<file path="src/rtl/dc_sdram_defines.svh">
// Purpose: Constants for the display cache SDRAM controller
// Assumes: 25 MHz controller clock
// Notes: Power-up and refresh counts are in controller clock periods; timing parameters in memory clock periods
`ifndef DC_SDRAM_DEFINES_SVH
`define DC_SDRAM_DEFINES_SVH

`define DC_CLK_NS 40
`define DC_POWERUP_NS 100000
`define DC_POWERUP_CYC ((`DC_POWERUP_NS + `DC_CLK_NS - 1) / `DC_CLK_NS)
`define DC_REFI_NS 15600
`define DC_REFI_CYC (`DC_REFI_NS / `DC_CLK_NS)
`define DC_REF_SLACK 128
`define DC_MEM_MHZ 133
`define DC_DIV_FAST 3'h2
`define DC_DIV_SLOW 3'h4
`define DC_T_RP 4'h3
`define DC_T_RCD 4'h3
`define DC_T_RC 4'h8
`define DC_T_MRD 4'h2
`define DC_T_WR 4'h2
`define DC_CL 4'h3
`define DC_INIT_REFS 2'h2
`define DC_MODE_WORD 12'h031
`define DC_PRE_ALL 12'h400
`define DC_FIFO_DEPTH 3'h4
`define DC_CMD_NOP 4'h7
`define DC_CMD_DESEL 4'hf
`define DC_CMD_ACT 4'h3
`define DC_CMD_READ 4'h5
`define DC_CMD_WRITE 4'h4
`define DC_CMD_PRE 4'h2
`define DC_CMD_REF 4'h1
`define DC_CMD_MRS 4'h0

`endif

</file>
<file path="src/rtl/dc_sdram_pkg.sv">
// Purpose: Types for the display cache SDRAM controller
// Assumes: Nothing
// Notes: Numeric constants live in dc_sdram_defines.svh
package dc_sdram_pkg;
   typedef enum logic [2:0] {CMD_NOP, CMD_ACT, CMD_READ, CMD_WRITE, CMD_PRE, CMD_REF, CMD_MRS} cmd_t;
   typedef enum logic [3:0] {S_OFF, S_PWRUP, S_INITREF, S_MODE, S_IDLE, S_WRITE, S_WR1, S_READ, S_CAP0, S_CAP1,
      S_PRE, S_WAIT} state_t;
endpackage : dc_sdram_pkg

</file>
<file path="src/rtl/dc_line_buffer.sv">
// Purpose: Four-entry 64-bit store for returned read bursts
// Assumes: One write port and one read port, same clock
// Notes: Read data come out of a register one cycle after rdEn
`timescale 1ns/10ps
`default_nettype none
module dc_line_buffer (
   // Clock
   input wire logic clk,
   // Write side
   input wire logic wrEn,
   input wire logic [1:0] wrAddr,
   input wire logic [63:0] wrData,
   // Read side
   input wire logic rdEn,
   input wire logic [1:0] rdAddr,
   output logic [63:0] rdData
);
   logic [63:0] mem [0:3];

   always_ff @(posedge clk) begin
      if (wrEn) begin
         mem[wrAddr] <= wrData;
      end
      if (rdEn) begin
         rdData <= mem[rdAddr];
      end
   end
endmodule : dc_line_buffer
`default_nettype wire

</file>
<file path="src/rtl/display_cache_sdram_ctrl.sv">
// Purpose: Display cache controller for a 32-bit single-rank SDR SDRAM channel
// Assumes: Single 25 MHz clock; memory clock made by a divider selected by the strap
// Notes: One transaction at a time, two-beat bursts, precharge after every access
`timescale 1ns/10ps
`default_nettype none
`include "dc_sdram_defines.svh"
module display_cache_sdram_ctrl import dc_sdram_pkg::*; (
   // Clock and reset
   input wire logic ref_clk,
   input wire logic reset,
   // Strap and configuration levels
   input wire logic sbaStrap,
   input wire logic displaySelect,
   input wire logic localMemPresent,
   input wire logic renderLocal,
   input wire logic [1:0] waitStates,
   // Engine requests
   input wire logic reqValid,
   input wire logic reqWrite,
   input wire logic [21:2] reqAddr,
   input wire logic [63:0] reqWrData,
   input wire logic [7:0] reqMask,
   output logic reqReady,
   // Read return
   output logic rdValid,
   output logic [63:0] rdData,
   input wire logic rdReady,
   // System memory arbitration
   input wire logic texReq,
   input wire logic renderSysReq,
   output logic texGrant,
   output logic renderSysGrant,
   // Memory pins
   output logic lmChipSelectN,
   output logic lmRowStrobeN,
   output logic lmColStrobeN,
   output logic lmWriteEnableN,
   output logic [7:0] lmByteMask,
   output logic [11:0] lmAddrBus,
   output logic [31:0] lmDataBusOut,
   output logic lmDataBusOe,
   input wire logic [31:0] lmDataBusIn,
   output logic [1:0] lmWriteClock,
   output logic lmReadTimingClock
);
   function automatic logic [3:0] cmdPins(input cmd_t c);
      case (c)
         CMD_ACT: cmdPins = `DC_CMD_ACT;
         CMD_READ: cmdPins = `DC_CMD_READ;
         CMD_WRITE: cmdPins = `DC_CMD_WRITE;
         CMD_PRE: cmdPins = `DC_CMD_PRE;
         CMD_REF: cmdPins = `DC_CMD_REF;
         CMD_MRS: cmdPins = `DC_CMD_MRS;
         default: cmdPins = `DC_CMD_NOP;
      endcase
   endfunction : cmdPins

   function automatic logic [11:0] rowMap(input logic [21:2] a);
      rowMap = {a[10], a[11], a[21:12]};
   endfunction : rowMap

   function automatic logic [11:0] colMap(input logic [21:2] a);
      colMap = {a[10], 3'h0, a[9:2]};
   endfunction : colMap

   state_t state_q, state_d, ret_q, ret_d;
   cmd_t cmd;
   logic [3:0] pins_q, pins_d;
   logic [2:0] divCnt_q, divCnt_d, div;
   logic clk_q, clk_d, freqSel_q, freqSel_d, memTick;
   logic [3:0] waitCnt_q, waitCnt_d;
   logic [11:0] initCnt_q, initCnt_d;
   logic [8:0] refCnt_q, refCnt_d;
   logic refDue_q, refDue_d, refDone, modeDone_q, modeDone_d;
   logic [1:0] refLeft_q, refLeft_d;
   logic [21:2] cur_q, cur_d;
   logic [63:0] wrData_q, wrData_d;
   logic [7:0] mask_q, mask_d, byteMask_q, byteMask_d;
   logic [11:0] addr_q, addr_d;
   logic [31:0] dout_q, dout_d, beat0_q, beat0_d;
   logic oe_q, oe_d, ready_q, ready_d, push, pop;
   logic [2:0] fifoCount_q, fifoCount_d;
   logic [1:0] wrPtr_q, wrPtr_d, rdPtr_q, rdPtr_d;
   logic rdValid_q, rdValid_d;
   logic [3:0] ws;

   assign ws = {2'h0, waitStates};
   assign div = freqSel_q ? `DC_DIV_FAST : `DC_DIV_SLOW;
   assign memTick = (divCnt_q == 3'h0);

   always_comb begin
      // Strap is caught in every reset cycle, so the last one before release holds
      freqSel_d = reset ? sbaStrap : freqSel_q;
      divCnt_d = (divCnt_q >= div - 3'h1) ? 3'h0 : divCnt_q + 3'h1;
      clk_d = (divCnt_d >= (div >> 1));
      state_d = state_q;
      ret_d = ret_q;
      waitCnt_d = waitCnt_q;
      initCnt_d = initCnt_q;
      refLeft_d = refLeft_q;
      modeDone_d = modeDone_q;
      cur_d = cur_q;
      wrData_d = wrData_q;
      mask_d = mask_q;
      beat0_d = beat0_q;
      pins_d = pins_q;
      addr_d = addr_q;
      dout_d = dout_q;
      oe_d = oe_q;
      byteMask_d = byteMask_q;
      cmd = CMD_NOP;
      refDone = 1'b0;
      push = 1'b0;
      if (state_q == S_PWRUP && initCnt_q != 12'h0) begin
         initCnt_d = initCnt_q - 12'h1;
      end
      if (memTick) begin
         oe_d = 1'b0;
         case (state_q)
            S_OFF: begin
               if (displaySelect && localMemPresent) begin
                  state_d = S_PWRUP;
                  initCnt_d = 12'(`DC_POWERUP_CYC);
               end
            end
            S_PWRUP: begin
               if (initCnt_q == 12'h0) begin
                  cmd = CMD_PRE;
                  addr_d = `DC_PRE_ALL;
                  waitCnt_d = `DC_T_RP - 4'h1;
                  refLeft_d = `DC_INIT_REFS;
                  ret_d = S_INITREF;
                  state_d = S_WAIT;
               end
            end
            S_INITREF: begin
               cmd = CMD_REF;
               refLeft_d = refLeft_q - 2'h1;
               waitCnt_d = `DC_T_RC - 4'h1;
               ret_d = (refLeft_q == 2'h1) ? S_MODE : S_INITREF;
               state_d = S_WAIT;
            end
            S_MODE: begin
               cmd = CMD_MRS;
               addr_d = `DC_MODE_WORD;
               waitCnt_d = `DC_T_MRD - 4'h1;
               modeDone_d = 1'b1;
               ret_d = S_IDLE;
               state_d = S_WAIT;
            end
            S_IDLE: begin
               if (refDue_q) begin
                  cmd = CMD_REF;
                  refDone = 1'b1;
                  waitCnt_d = `DC_T_RC - 4'h1;
                  ret_d = S_IDLE;
                  state_d = S_WAIT;
               end else if (reqValid && ready_q) begin
                  cmd = CMD_ACT;
                  cur_d = reqAddr;
                  wrData_d = reqWrData;
                  mask_d = reqMask;
                  addr_d = rowMap(reqAddr);
                  waitCnt_d = `DC_T_RCD - 4'h1 + ws;
                  ret_d = reqWrite ? S_WRITE : S_READ;
                  state_d = S_WAIT;
               end
            end
            S_WRITE: begin
               cmd = CMD_WRITE;
               addr_d = colMap(cur_q);
               oe_d = 1'b1;
               dout_d = wrData_q[31:0];
               byteMask_d = {2{mask_q[3:0]}};
               state_d = S_WR1;
            end
            S_WR1: begin
               oe_d = 1'b1;
               dout_d = wrData_q[63:32];
               byteMask_d = {2{mask_q[7:4]}};
               waitCnt_d = `DC_T_WR - 4'h1 + ws;
               ret_d = S_PRE;
               state_d = S_WAIT;
            end
            S_READ: begin
               cmd = CMD_READ;
               addr_d = colMap(cur_q);
               byteMask_d = 8'h00;
               waitCnt_d = `DC_CL - 4'h1 + ws;
               ret_d = S_CAP0;
               state_d = S_WAIT;
            end
            S_CAP0: begin
               beat0_d = lmDataBusIn;
               state_d = S_CAP1;
            end
            S_CAP1: begin
               push = 1'b1;
               state_d = S_PRE;
            end
            S_PRE: begin
               cmd = CMD_PRE;
               addr_d = `DC_PRE_ALL;
               waitCnt_d = `DC_T_RP - 4'h1;
               ret_d = S_IDLE;
               state_d = S_WAIT;
            end
            S_WAIT: begin
               if (waitCnt_q <= 4'h1) begin
                  state_d = ret_q;
               end else begin
                  waitCnt_d = waitCnt_q - 4'h1;
               end
            end
            default: state_d = S_OFF;
         endcase
         // Chip stays deselected until the memory is started
         pins_d = (state_d == S_OFF) ? `DC_CMD_DESEL : cmdPins(cmd);
      end
      refCnt_d = refCnt_q;
      if (modeDone_q) begin
         refCnt_d = (refCnt_q == 9'h0) ? 9'(`DC_REFI_CYC - `DC_REF_SLACK) : refCnt_q - 9'h1;
      end
      // A new refresh deadline in the cycle of a refresh still counts
      refDue_d = (modeDone_q && refCnt_q == 9'h0) || (refDue_q && !refDone);
      pop = (fifoCount_q != 3'h0) && (!rdValid_q || rdReady);
      fifoCount_d = fifoCount_q + {2'h0, push} - {2'h0, pop};
      wrPtr_d = wrPtr_q + {1'b0, push};
      rdPtr_d = rdPtr_q + {1'b0, pop};
      rdValid_d = pop || (rdValid_q && !rdReady);
      ready_d = (divCnt_d == 3'h0) && state_d == S_IDLE && !refDue_d && renderLocal &&
         fifoCount_d < `DC_FIFO_DEPTH;
   end

   always_ff @(posedge ref_clk) begin
      freqSel_q <= freqSel_d;
      if (reset) begin
         state_q <= S_OFF;
         ret_q <= S_OFF;
         divCnt_q <= 3'h0;
         clk_q <= 1'b0;
         waitCnt_q <= 4'h0;
         initCnt_q <= 12'h0;
         refCnt_q <= 9'h0;
         refDue_q <= 1'b0;
         refLeft_q <= 2'h0;
         modeDone_q <= 1'b0;
         cur_q <= 20'h0;
         wrData_q <= 64'h0;
         mask_q <= 8'h0;
         beat0_q <= 32'h0;
         pins_q <= `DC_CMD_DESEL;
         addr_q <= 12'h0;
         dout_q <= 32'h0;
         oe_q <= 1'b0;
         byteMask_q <= 8'hff;
         ready_q <= 1'b0;
         fifoCount_q <= 3'h0;
         wrPtr_q <= 2'h0;
         rdPtr_q <= 2'h0;
         rdValid_q <= 1'b0;
      end else begin
         state_q <= state_d;
         ret_q <= ret_d;
         divCnt_q <= divCnt_d;
         clk_q <= clk_d;
         waitCnt_q <= waitCnt_d;
         initCnt_q <= initCnt_d;
         refCnt_q <= refCnt_d;
         refDue_q <= refDue_d;
         refLeft_q <= refLeft_d;
         modeDone_q <= modeDone_d;
         cur_q <= cur_d;
         wrData_q <= wrData_d;
         mask_q <= mask_d;
         beat0_q <= beat0_d;
         pins_q <= pins_d;
         addr_q <= addr_d;
         dout_q <= dout_d;
         oe_q <= oe_d;
         byteMask_q <= byteMask_d;
         ready_q <= ready_d;
         fifoCount_q <= fifoCount_d;
         wrPtr_q <= wrPtr_d;
         rdPtr_q <= rdPtr_d;
         rdValid_q <= rdValid_d;
      end
   end

   dc_line_buffer lineBuf (
      .clk(ref_clk),
      .wrEn(push),
      .wrAddr(wrPtr_q),
      .wrData({lmDataBusIn, beat0_q}),
      .rdEn(pop),
      .rdAddr(rdPtr_q),
      .rdData(rdData)
   );

   assign {lmChipSelectN, lmRowStrobeN, lmColStrobeN, lmWriteEnableN} = pins_q;
   assign lmAddrBus = addr_q;
   assign lmByteMask = byteMask_q;
   assign lmDataBusOut = dout_q;
   assign lmDataBusOe = oe_q;
   assign lmWriteClock = {clk_q, clk_q};
   assign lmReadTimingClock = clk_q;
   assign reqReady = ready_q;
   assign rdValid = rdValid_q;

   // System bus arbiter; alternates when both share it
   logic texGrant_q, texGrant_d, sysGrant_q, sysGrant_d, lastTex_q, lastTex_d;

   always_comb begin
      texGrant_d = texReq && (renderLocal || !renderSysReq || !lastTex_q);
      sysGrant_d = renderSysReq && !renderLocal && !texGrant_d;
      lastTex_d = texGrant_d ? 1'b1 : (sysGrant_d ? 1'b0 : lastTex_q);
   end

   always_ff @(posedge ref_clk) begin
      if (reset) begin
         texGrant_q <= 1'b0;
         sysGrant_q <= 1'b0;
         lastTex_q <= 1'b0;
      end else begin
         texGrant_q <= texGrant_d;
         sysGrant_q <= sysGrant_d;
         lastTex_q <= lastTex_d;
      end
   end

   assign texGrant = texGrant_q;
   assign renderSysGrant = sysGrant_q;

   // Time since last refresh on the pins
   logic [9:0] refAge_q;
   always_ff @(posedge ref_clk) begin
      if (reset || pins_q == `DC_CMD_REF || !modeDone_q) begin
         refAge_q <= 10'h0;
      end else begin
         refAge_q <= refAge_q + 10'h1;
      end
   end
endmodule : display_cache_sdram_ctrl
`default_nettype wire

</file>
<file path="config.mk">
export PLATFORM = sky130hd
export DESIGN_NAME = display_cache_sdram_ctrl
export DESIGN_NICKNAME = d
export VERILOG_FILES = /design/src/rtl/dc_sdram_pkg.sv /design/src/rtl/dc_line_buffer.sv /design/src/rtl/display_cache_sdram_ctrl.sv
export VERILOG_INCLUDE_DIRS = /design/src /design/src/rtl
export SDC_FILE = /design/constraint.sdc
export NUM_CORES = 1
export LEC_CHECK = 0
export BUFFER_PORTS_ARGS = -buffer_cell sky130_fd_sc_hd__buf_2
export CAP_MARGIN = 20
export CORE_UTILIZATION = 55
export CTS_CLUSTER_DIAMETER = 150
export CTS_CLUSTER_SIZE = 20
export DETAILED_ROUTE_END_ITERATION = 10
export PLACE_DENSITY = 0.76
export SYNTH_ARGS = -nofsm -noshare
export SYNTH_HDL_FRONTEND = slang
export SYNTH_HIERARCHICAL = 1
export SYNTH_SLANG_ARGS = --single-unit
</file>
<file path="constraint.sdc">
create_clock -name ref_clk -period 7.71 [get_ports ref_clk]
set_clock_uncertainty 0.05 [all_clocks]
set_input_delay 1.542 -clock ref_clk [delete_from_list [all_inputs] [get_ports ref_clk]]
set_output_delay 1.542 -clock ref_clk [all_outputs]
set_load 0.02 [all_outputs]
</file>
* Yosys cells after proc, flatten, opt, wreduce, memory -nomap -nowiden
Memories as Yosys holds them, arrays and structs flattened. A register that Yosys moved wholly into a read port is not among the register bits.
Index checks and enable logic that the tools add are counted.
** Storage, ports and cells
- Latch bits :: 0
- Memories :: 1
- Flip-flop bits (word level) :: 224
- Output and inout port bits :: 128
- Bits in read-only memories :: 0
- Bits of input ports :: 137
- Memory bits (writable) :: 256
- Logic and storage cells :: 175
** Memories
- lineBuf.mem :: depth 4, width 64, read ports 1, clocked after Yosys merged registers in 1, write ports 1, line dc_line_buffer.sv:18 : logic [63:0] mem [0:3];
** Operators by class
- Shift-type cells :: 0
- Order comparisons :: 4
- Equal/unequal tests :: 24
- Multiplexer cells :: 50
- Div/mod/pow operators :: 0
- Bitwise gates (word level) :: 1
- Add/subtract/negate cells :: 12
- Reductions and logical operators :: 55
- Multiply operators :: 0
** Operator list (number)
- 2-to-1 mux 12 bit :: 7
- case mux 32 bit (2 select lines) :: 1
- case mux 4 bit (8 select lines) :: 2
- case mux 12 bit (5 select lines) :: 1
- 2-to-1 mux 4 bit :: 14
- case mux 4 bit (6 select lines) :: 1
- case mux 8 bit (3 select lines) :: 1
- case mux 3 bit (7 select lines) :: 1
- equality test 4 x 3 -> 1 bit (second input constant) :: 5
- case mux 3 bit (6 select lines) :: 1
- equality test 4 bit (second input constant) :: 4
- 2-to-1 mux 3 bit :: 5
- logical AND 1 bit :: 14
- zero test 12 bit :: 1
- 2-to-1 mux 1 bit :: 12
- nonzero test 12 bit :: 1
- subtractor 12 x 1 -> 12 bit (second input constant) :: 1
- AND reduction 5 bit :: 2
- equality test 3 bit (second input constant) :: 3
- zero test 9 bit :: 1
- 2-to-1 mux 9 bit :: 1
- subtractor 9 x 1 -> 9 bit (second input constant) :: 1
- equality test 4 x 2 -> 1 bit (second input constant) :: 2
- zero test 1 bit :: 8
- 36 further kinds :: 56

* Depth between registers and ports, before layout
- Word-level depth :: 11
- Mapped depth :: 13
- Depth with buffers taken out :: 11

* By module
The synthesis kept the hierarchy.
** Modules (own cells, without submodules)
- dc_line_buffer :: instances 1, sequential area each 9609.2 um2, cells each 402, area an instance 11263.3 um2
- display_cache_sdram_ctrl :: instances 1, sequential area each 4414.2 um2, cells each 1170, area an instance 9345.2 um2

* Worst setup path before layout
Ideal clock, no wire load.
- Path type :: in2reg
- Start point :: input port rdReady
- End point :: register ready_q (netlist: reqReady)
- Required time :: 7.545 ns
- Buffers on the path :: 0
- Stages :: 11
- Slack :: 0.820 ns
- Data arrival time :: 6.725 ns
- Cell sequence :: inv_1 a21oi_1 ha_1 inv_1 ha_1 inv_1 fa_1 xor2_1 xnor2_1 nand4_1 a2111oi_0
** Between the ends
- Cells in the longest elaborated chain, start to end :: 5
** Ends and longest elaborated chain
- from (decl) :: line display_cache_sdram_ctrl.sv:27 : input wire logic rdReady,
- logical OR 1 bit :: line display_cache_sdram_ctrl.sv:226 : pop = (fifoCount_q != 3'h0) && (!rdValid_q || rdReady);
- logical AND 1 bit :: line display_cache_sdram_ctrl.sv:226
- via pop :: line display_cache_sdram_ctrl.sv:81 : logic oe_q, oe_d, ready_q, ready_d, push, pop;
- subtractor 3 x 1 -> 3 bit :: line display_cache_sdram_ctrl.sv:227 : fifoCount_d = fifoCount_q + {2'h0, push} - {2'h0, pop};
- < comparator 3 bit (no line)
- logical AND 1 bit (no line)
- to (signal assigned) :: line display_cache_sdram_ctrl.sv:282 : ready_q <= ready_d;
- to (decl) :: line display_cache_sdram_ctrl.sv:81
The timed path passes the listed nets, and every way through them passes these cells.
A chain may end at the register's enable or synchronous reset.

* Worst setup path in the final report
- Start point :: register state_q[3]
- End point :: register ready_q (netlist: reqReady)
** Between the ends
- Elaborated cells between the ends (all ways) :: 37
- Those cells by class :: 2 x add/sub; 1 x order compare; 12 x eq/ne; 12 x mux; 10 x reduce/logical
** RTL lines
- from (decl) :: line display_cache_sdram_ctrl.sv:66 : state_t state_q, state_d, ret_q, ret_d;
- from (signal assigned) :: line display_cache_sdram_ctrl.sv:263 : state_q <= state_d;
- equality test 4 bit :: line display_cache_sdram_ctrl.sv:119 : case (state_q)
- 2-to-1 mux 1 bit :: line display_cache_sdram_ctrl.sv:119
- 2-to-1 mux 1 bit :: line display_cache_sdram_ctrl.sv:117 : if (memTick) begin
- via push :: line display_cache_sdram_ctrl.sv:81
- adder 3 x 1 -> 3 bit :: line display_cache_sdram_ctrl.sv:227
- subtractor 3 x 1 -> 3 bit :: line display_cache_sdram_ctrl.sv:227
- < comparator 3 bit (no line)
- logical AND 1 bit (no line)
The timed path passes the listed nets, and every way through them passes these cells. The select of a mux whose other input is x is not followed.

==> results.txt <==
- The flow ran to the end, and the final reports show no timing, DRC or antenna violations.
- Routed wire length on met3: 3140 µm
* Die ar.: 38,200 µm²
- In this run the vertical extent of the chip is 196 µm.
- The final number of hold-violating endpoints came to 0.
- Fin Setup TNS: 0 ns
- VDD IR-drop max: 0.201 mV
- Total via count in the routed design: 13,043
- Along the worst path, the maximum fanout reaches 29.
- After floorplanning, the core was sized to cover 36,700 µm².
* Post-Synthesis Cells: 1,572
- Distinct cell type count of the synthesized netlist: 71
* Number of vias per cell after detailed routing: 5.76
- CTS built an H-tree with a depth of 1.
* Area added between synthesis and finish: 11.6%
- Area of the mapped netlist: 20,600 µm²
* Total power divided by cell area: 305 nW/µm²
* Share of power burned in combinational logic: 23.8%
* Net count of the mapped netlist: 1,726
- Final weighted congestion in routability-driven placement: 0.897
* Overall power after layout: 7.02 mW
- Clock root buffer: clkbuf_16
* Most common library cell in the layout ignoring fill and taps: edfxtp_1
- Yosys synthesis warning count: 6
- Critical Path AT: 3.90 ns
* Synthesized area divided by synthesized cell count: 13.1 µm²
- TritonCTS built the clock tree.
* Drt total wl: 42,900 µm
- Number of enable flip-flop cells after synthesis: 321
- Startpoint of the lowest-slack hold path: wrData_q[20]
- In this run, synthesis produced a sequential element count of 540.
- In this run the critical register-to-register path is captured at reqReady.
* Number of remaining DRC errors: 0
* Final-layout fill cell count: 2,766
* Met1 WL: 17,800 µm
- Maximum number of buffers from clock root to sink: 3
* Count of final max-slew check failures: 0
- The share of total power dissipated in sequential elements is 53.1%.
* Clk pin slew, worst setup/hold paths: 0.09 ns
- Setup slack on the worst reg-to-reg path comes out at 4.21 ns.
- Setup repair after global routing left no endpoint under its margin.
* Routed len/inst: 18.9 µm
- Count of endpoints failing setup in the final report: 0
- Post-route ant nets: 0
- Switching share of power: 30.7%
* Std cell rows: 70
- Largest net degree at the start of global routing: 135
* Iteration count of the initial detailed-routing pass: 5
- Buffers added to address setup during post-CTS repair amount to 0.
* Number of nets at the end of the flow: 1,928
- 265 I/O pins were placed.
- The wire-length estimate of the detail-placed layout is 25,700 µm.
* Fraction of final layout cells sized beyond drive strength 1: 21.9%
- The critical path is of the reg2reg type.
- Data on the critical path is required at its endpoint by 8.12 ns.
* Endpoint class of the critical path: flip-flop
* Lkg Pwr: 7.79 nW
* Cell depth of the worst min-delay path: 2
* FMAX: 286 MHz
* Starting Density: 56.2%
- Leaving out fill and tap cells, the most frequent cells in the layout are edfxtp_1, nand2_1, buf_2.
* Post-CTS resize count: 0
- Measured in cells, the most critical reg-to-reg path has a length of 9.
- Number of global-route vias before repair: 12,952
- Num CTS Buffers: 30
* Sink Count: 540
* Fraction of synthesis flops using an asynchronous set or reset pin: 0%
- Number of port buffers: 264
- Worst slew margin relative to its limit: 26.8%
- Fraction of the yosys area taken by sequential cells: 68.0%
- For this run, the total global-route usage over all layers was measured as 22.4%.
* Post-synth top flop: edfxtp_1
- The sequential cells in the finished layout cover a total of 14,000 µm².
- After layout, the minimum clock period comes to 3.50 ns.
- For hold timing, the worst endpoint is wrData_q[20].
- STA classifies the critical path startpoint as a flip-flop.
- The first global-routing pass estimated 68,200 µm of wire.
* Worst hold path type: reg2reg
- Beginning of the worst register-to-register path: state_q[3]
- In the finished design, the share of the clock period the worst path needs comes to 45.3%.
* Net Switching: 2.16 mW
- Hold_buf cts: 0
- Internal power of the cells: 4.86 mW
* Antenna violations before repair: 7
- The clock reaches the later pin of the worst-skew pair after 0.58 ns.
* DR iter-0 viols: 819
- Total overflow reported by the global router: 0
* Met2 WL: 21,300 µm
* Die span in x: 196 µm
- Slew of the pin with the lowest slew margin: 1.10 ns
- The multi-input combinational cells in the finished layout cover a total of 6000 µm².
* Top metal layer carrying routed signals: met5
- Clock Power Share: 23.0%
* Max Cap Viol: 0
==> how the worst max path moves through the flow <==
stage          startpoint  endpoint  slack [ns]  depth (start not counted)
2_1_floorplan     rdReady  reqReady        0.82                         11
3_3_place_gp      rdReady  reqReady        4.05                         12
3_5_place_dp      rdReady  reqReady        3.94                         12
4_1_cts        state_q[3]  reqReady        4.27                          9
5_1_grt        state_q[3]  reqReady        3.89                          9
6_report       state_q[3]  reqReady        4.21                          9
==> worst max-delay path: stages (launching register included) <==
cell,delay [ns]
dfxtp_1,1.00
nand2_1,0.17
nor3_1,0.64
ha_1,0.27
inv_1,0.05
fa_1,0.37
xor2_1,0.16
xnor2_1,0.19
nand4_1,0.12
a2111oi_0,0.36
==> cell families (layout without fill, tap and decap cells) <==
logic type	count (synthesis)	in the layout	synth area share [%]
adder cells (fa/ha/maj)	17	17	1.07
AND/OR/NAND/NOR	498	498	11.1
AO/OA/AOI/OAI	299	299	8.54
XOR/XNOR	20	20	0.850
multiplexers	68	68	7.27
buffers and inverters	130	352	3.11
other	0	3	0
flip-flops	540	540	68.0
==> registers in the layout (all words and copies together) (netlist names), 12 cells and up <==
register        count
lmAddrBus          12
lineBuf/rdData     64
wrData_q           64
beat0_q            32
lineBuf/mem       256
lmDataBusOut       32
initCnt_q          12
==> metrics by stage <==
stage	hold slack, ns	area, µm²	setup WS [ns]	util, %	instances
floorplan	0.377	20600	0.820	-	1572
global placement	0.385	22100	4.05	60.3	2210
detailed placement	0.391	22100	3.94	60.3	2210
CTS	0.404	23000	4.27	62.7	2262
global route	0.423	23000	3.89	62.7	2265
finish	0.402	23000	4.21	62.7	2265
==> final cells by class <==
type / count / share of cell area (%)
sequential: 540 / 61.0
multi-input combinational: 902 / 26.1
timing repair buffer: 280 / 6.29
clock buffer: 52 / 3.71
tap: 468 / 2.55
inverter: 20 / 0.326
antenna: 3 / 0.0326
==> power groups by stage <==
| stage | sequential (mW) | clock, mW | combinational [mW] |
|---|---|---|---|
| 2_1_floorplan | 3.93 | 0 | 1.06 |
| 3_3_place_gp | 3.80 | 0 | 1.65 |
| 3_5_place_dp | 3.81 | 0 | 1.69 |
| 4_1_cts | 3.74 | 1.66 | 1.69 |
| 5_1_grt | 3.78 | 1.75 | 1.82 |
| 6_report | 3.73 | 1.62 | 1.67 |
==> synth_stat cells (9+ instances only) <==
master / instances / area [µm²]
or3_1: 16 / 100
mux4_2: 60 / 1350
a311oi_1: 34 / 298
xor2_1: 9 / 78.8
nor3b_1: 11 / 82.6
nand2_1: 291 / 1090
xnor2_1: 11 / 96.3
o21ai_0: 53 / 265
nor2b_1: 15 / 93.8
clkbuf_1: 74 / 278
edfxtp_1: 321 / 9640
dfxtp_1: 219 / 4380
nand2b_1: 10 / 62.6
a21oi_1: 168 / 841
nor3_1: 20 / 100
nor2_1: 78 / 293
inv_1: 20 / 75.1
ha_1: 16 / 200
buf_2: 14 / 70.1
==> layer usage <==
| layer | track usage [%] | vias up |
|---|---|---|
| met5 | 0 | - |
| met4 | 5.05 | 8 |
| met3 | 4.65 | 59 |
| met2 | 38.5 | 418 |
| met1 | 29.3 | 6419 |
| li1 | - | 6139 |
Note: power is estimated with default switching activity, not from simulation.
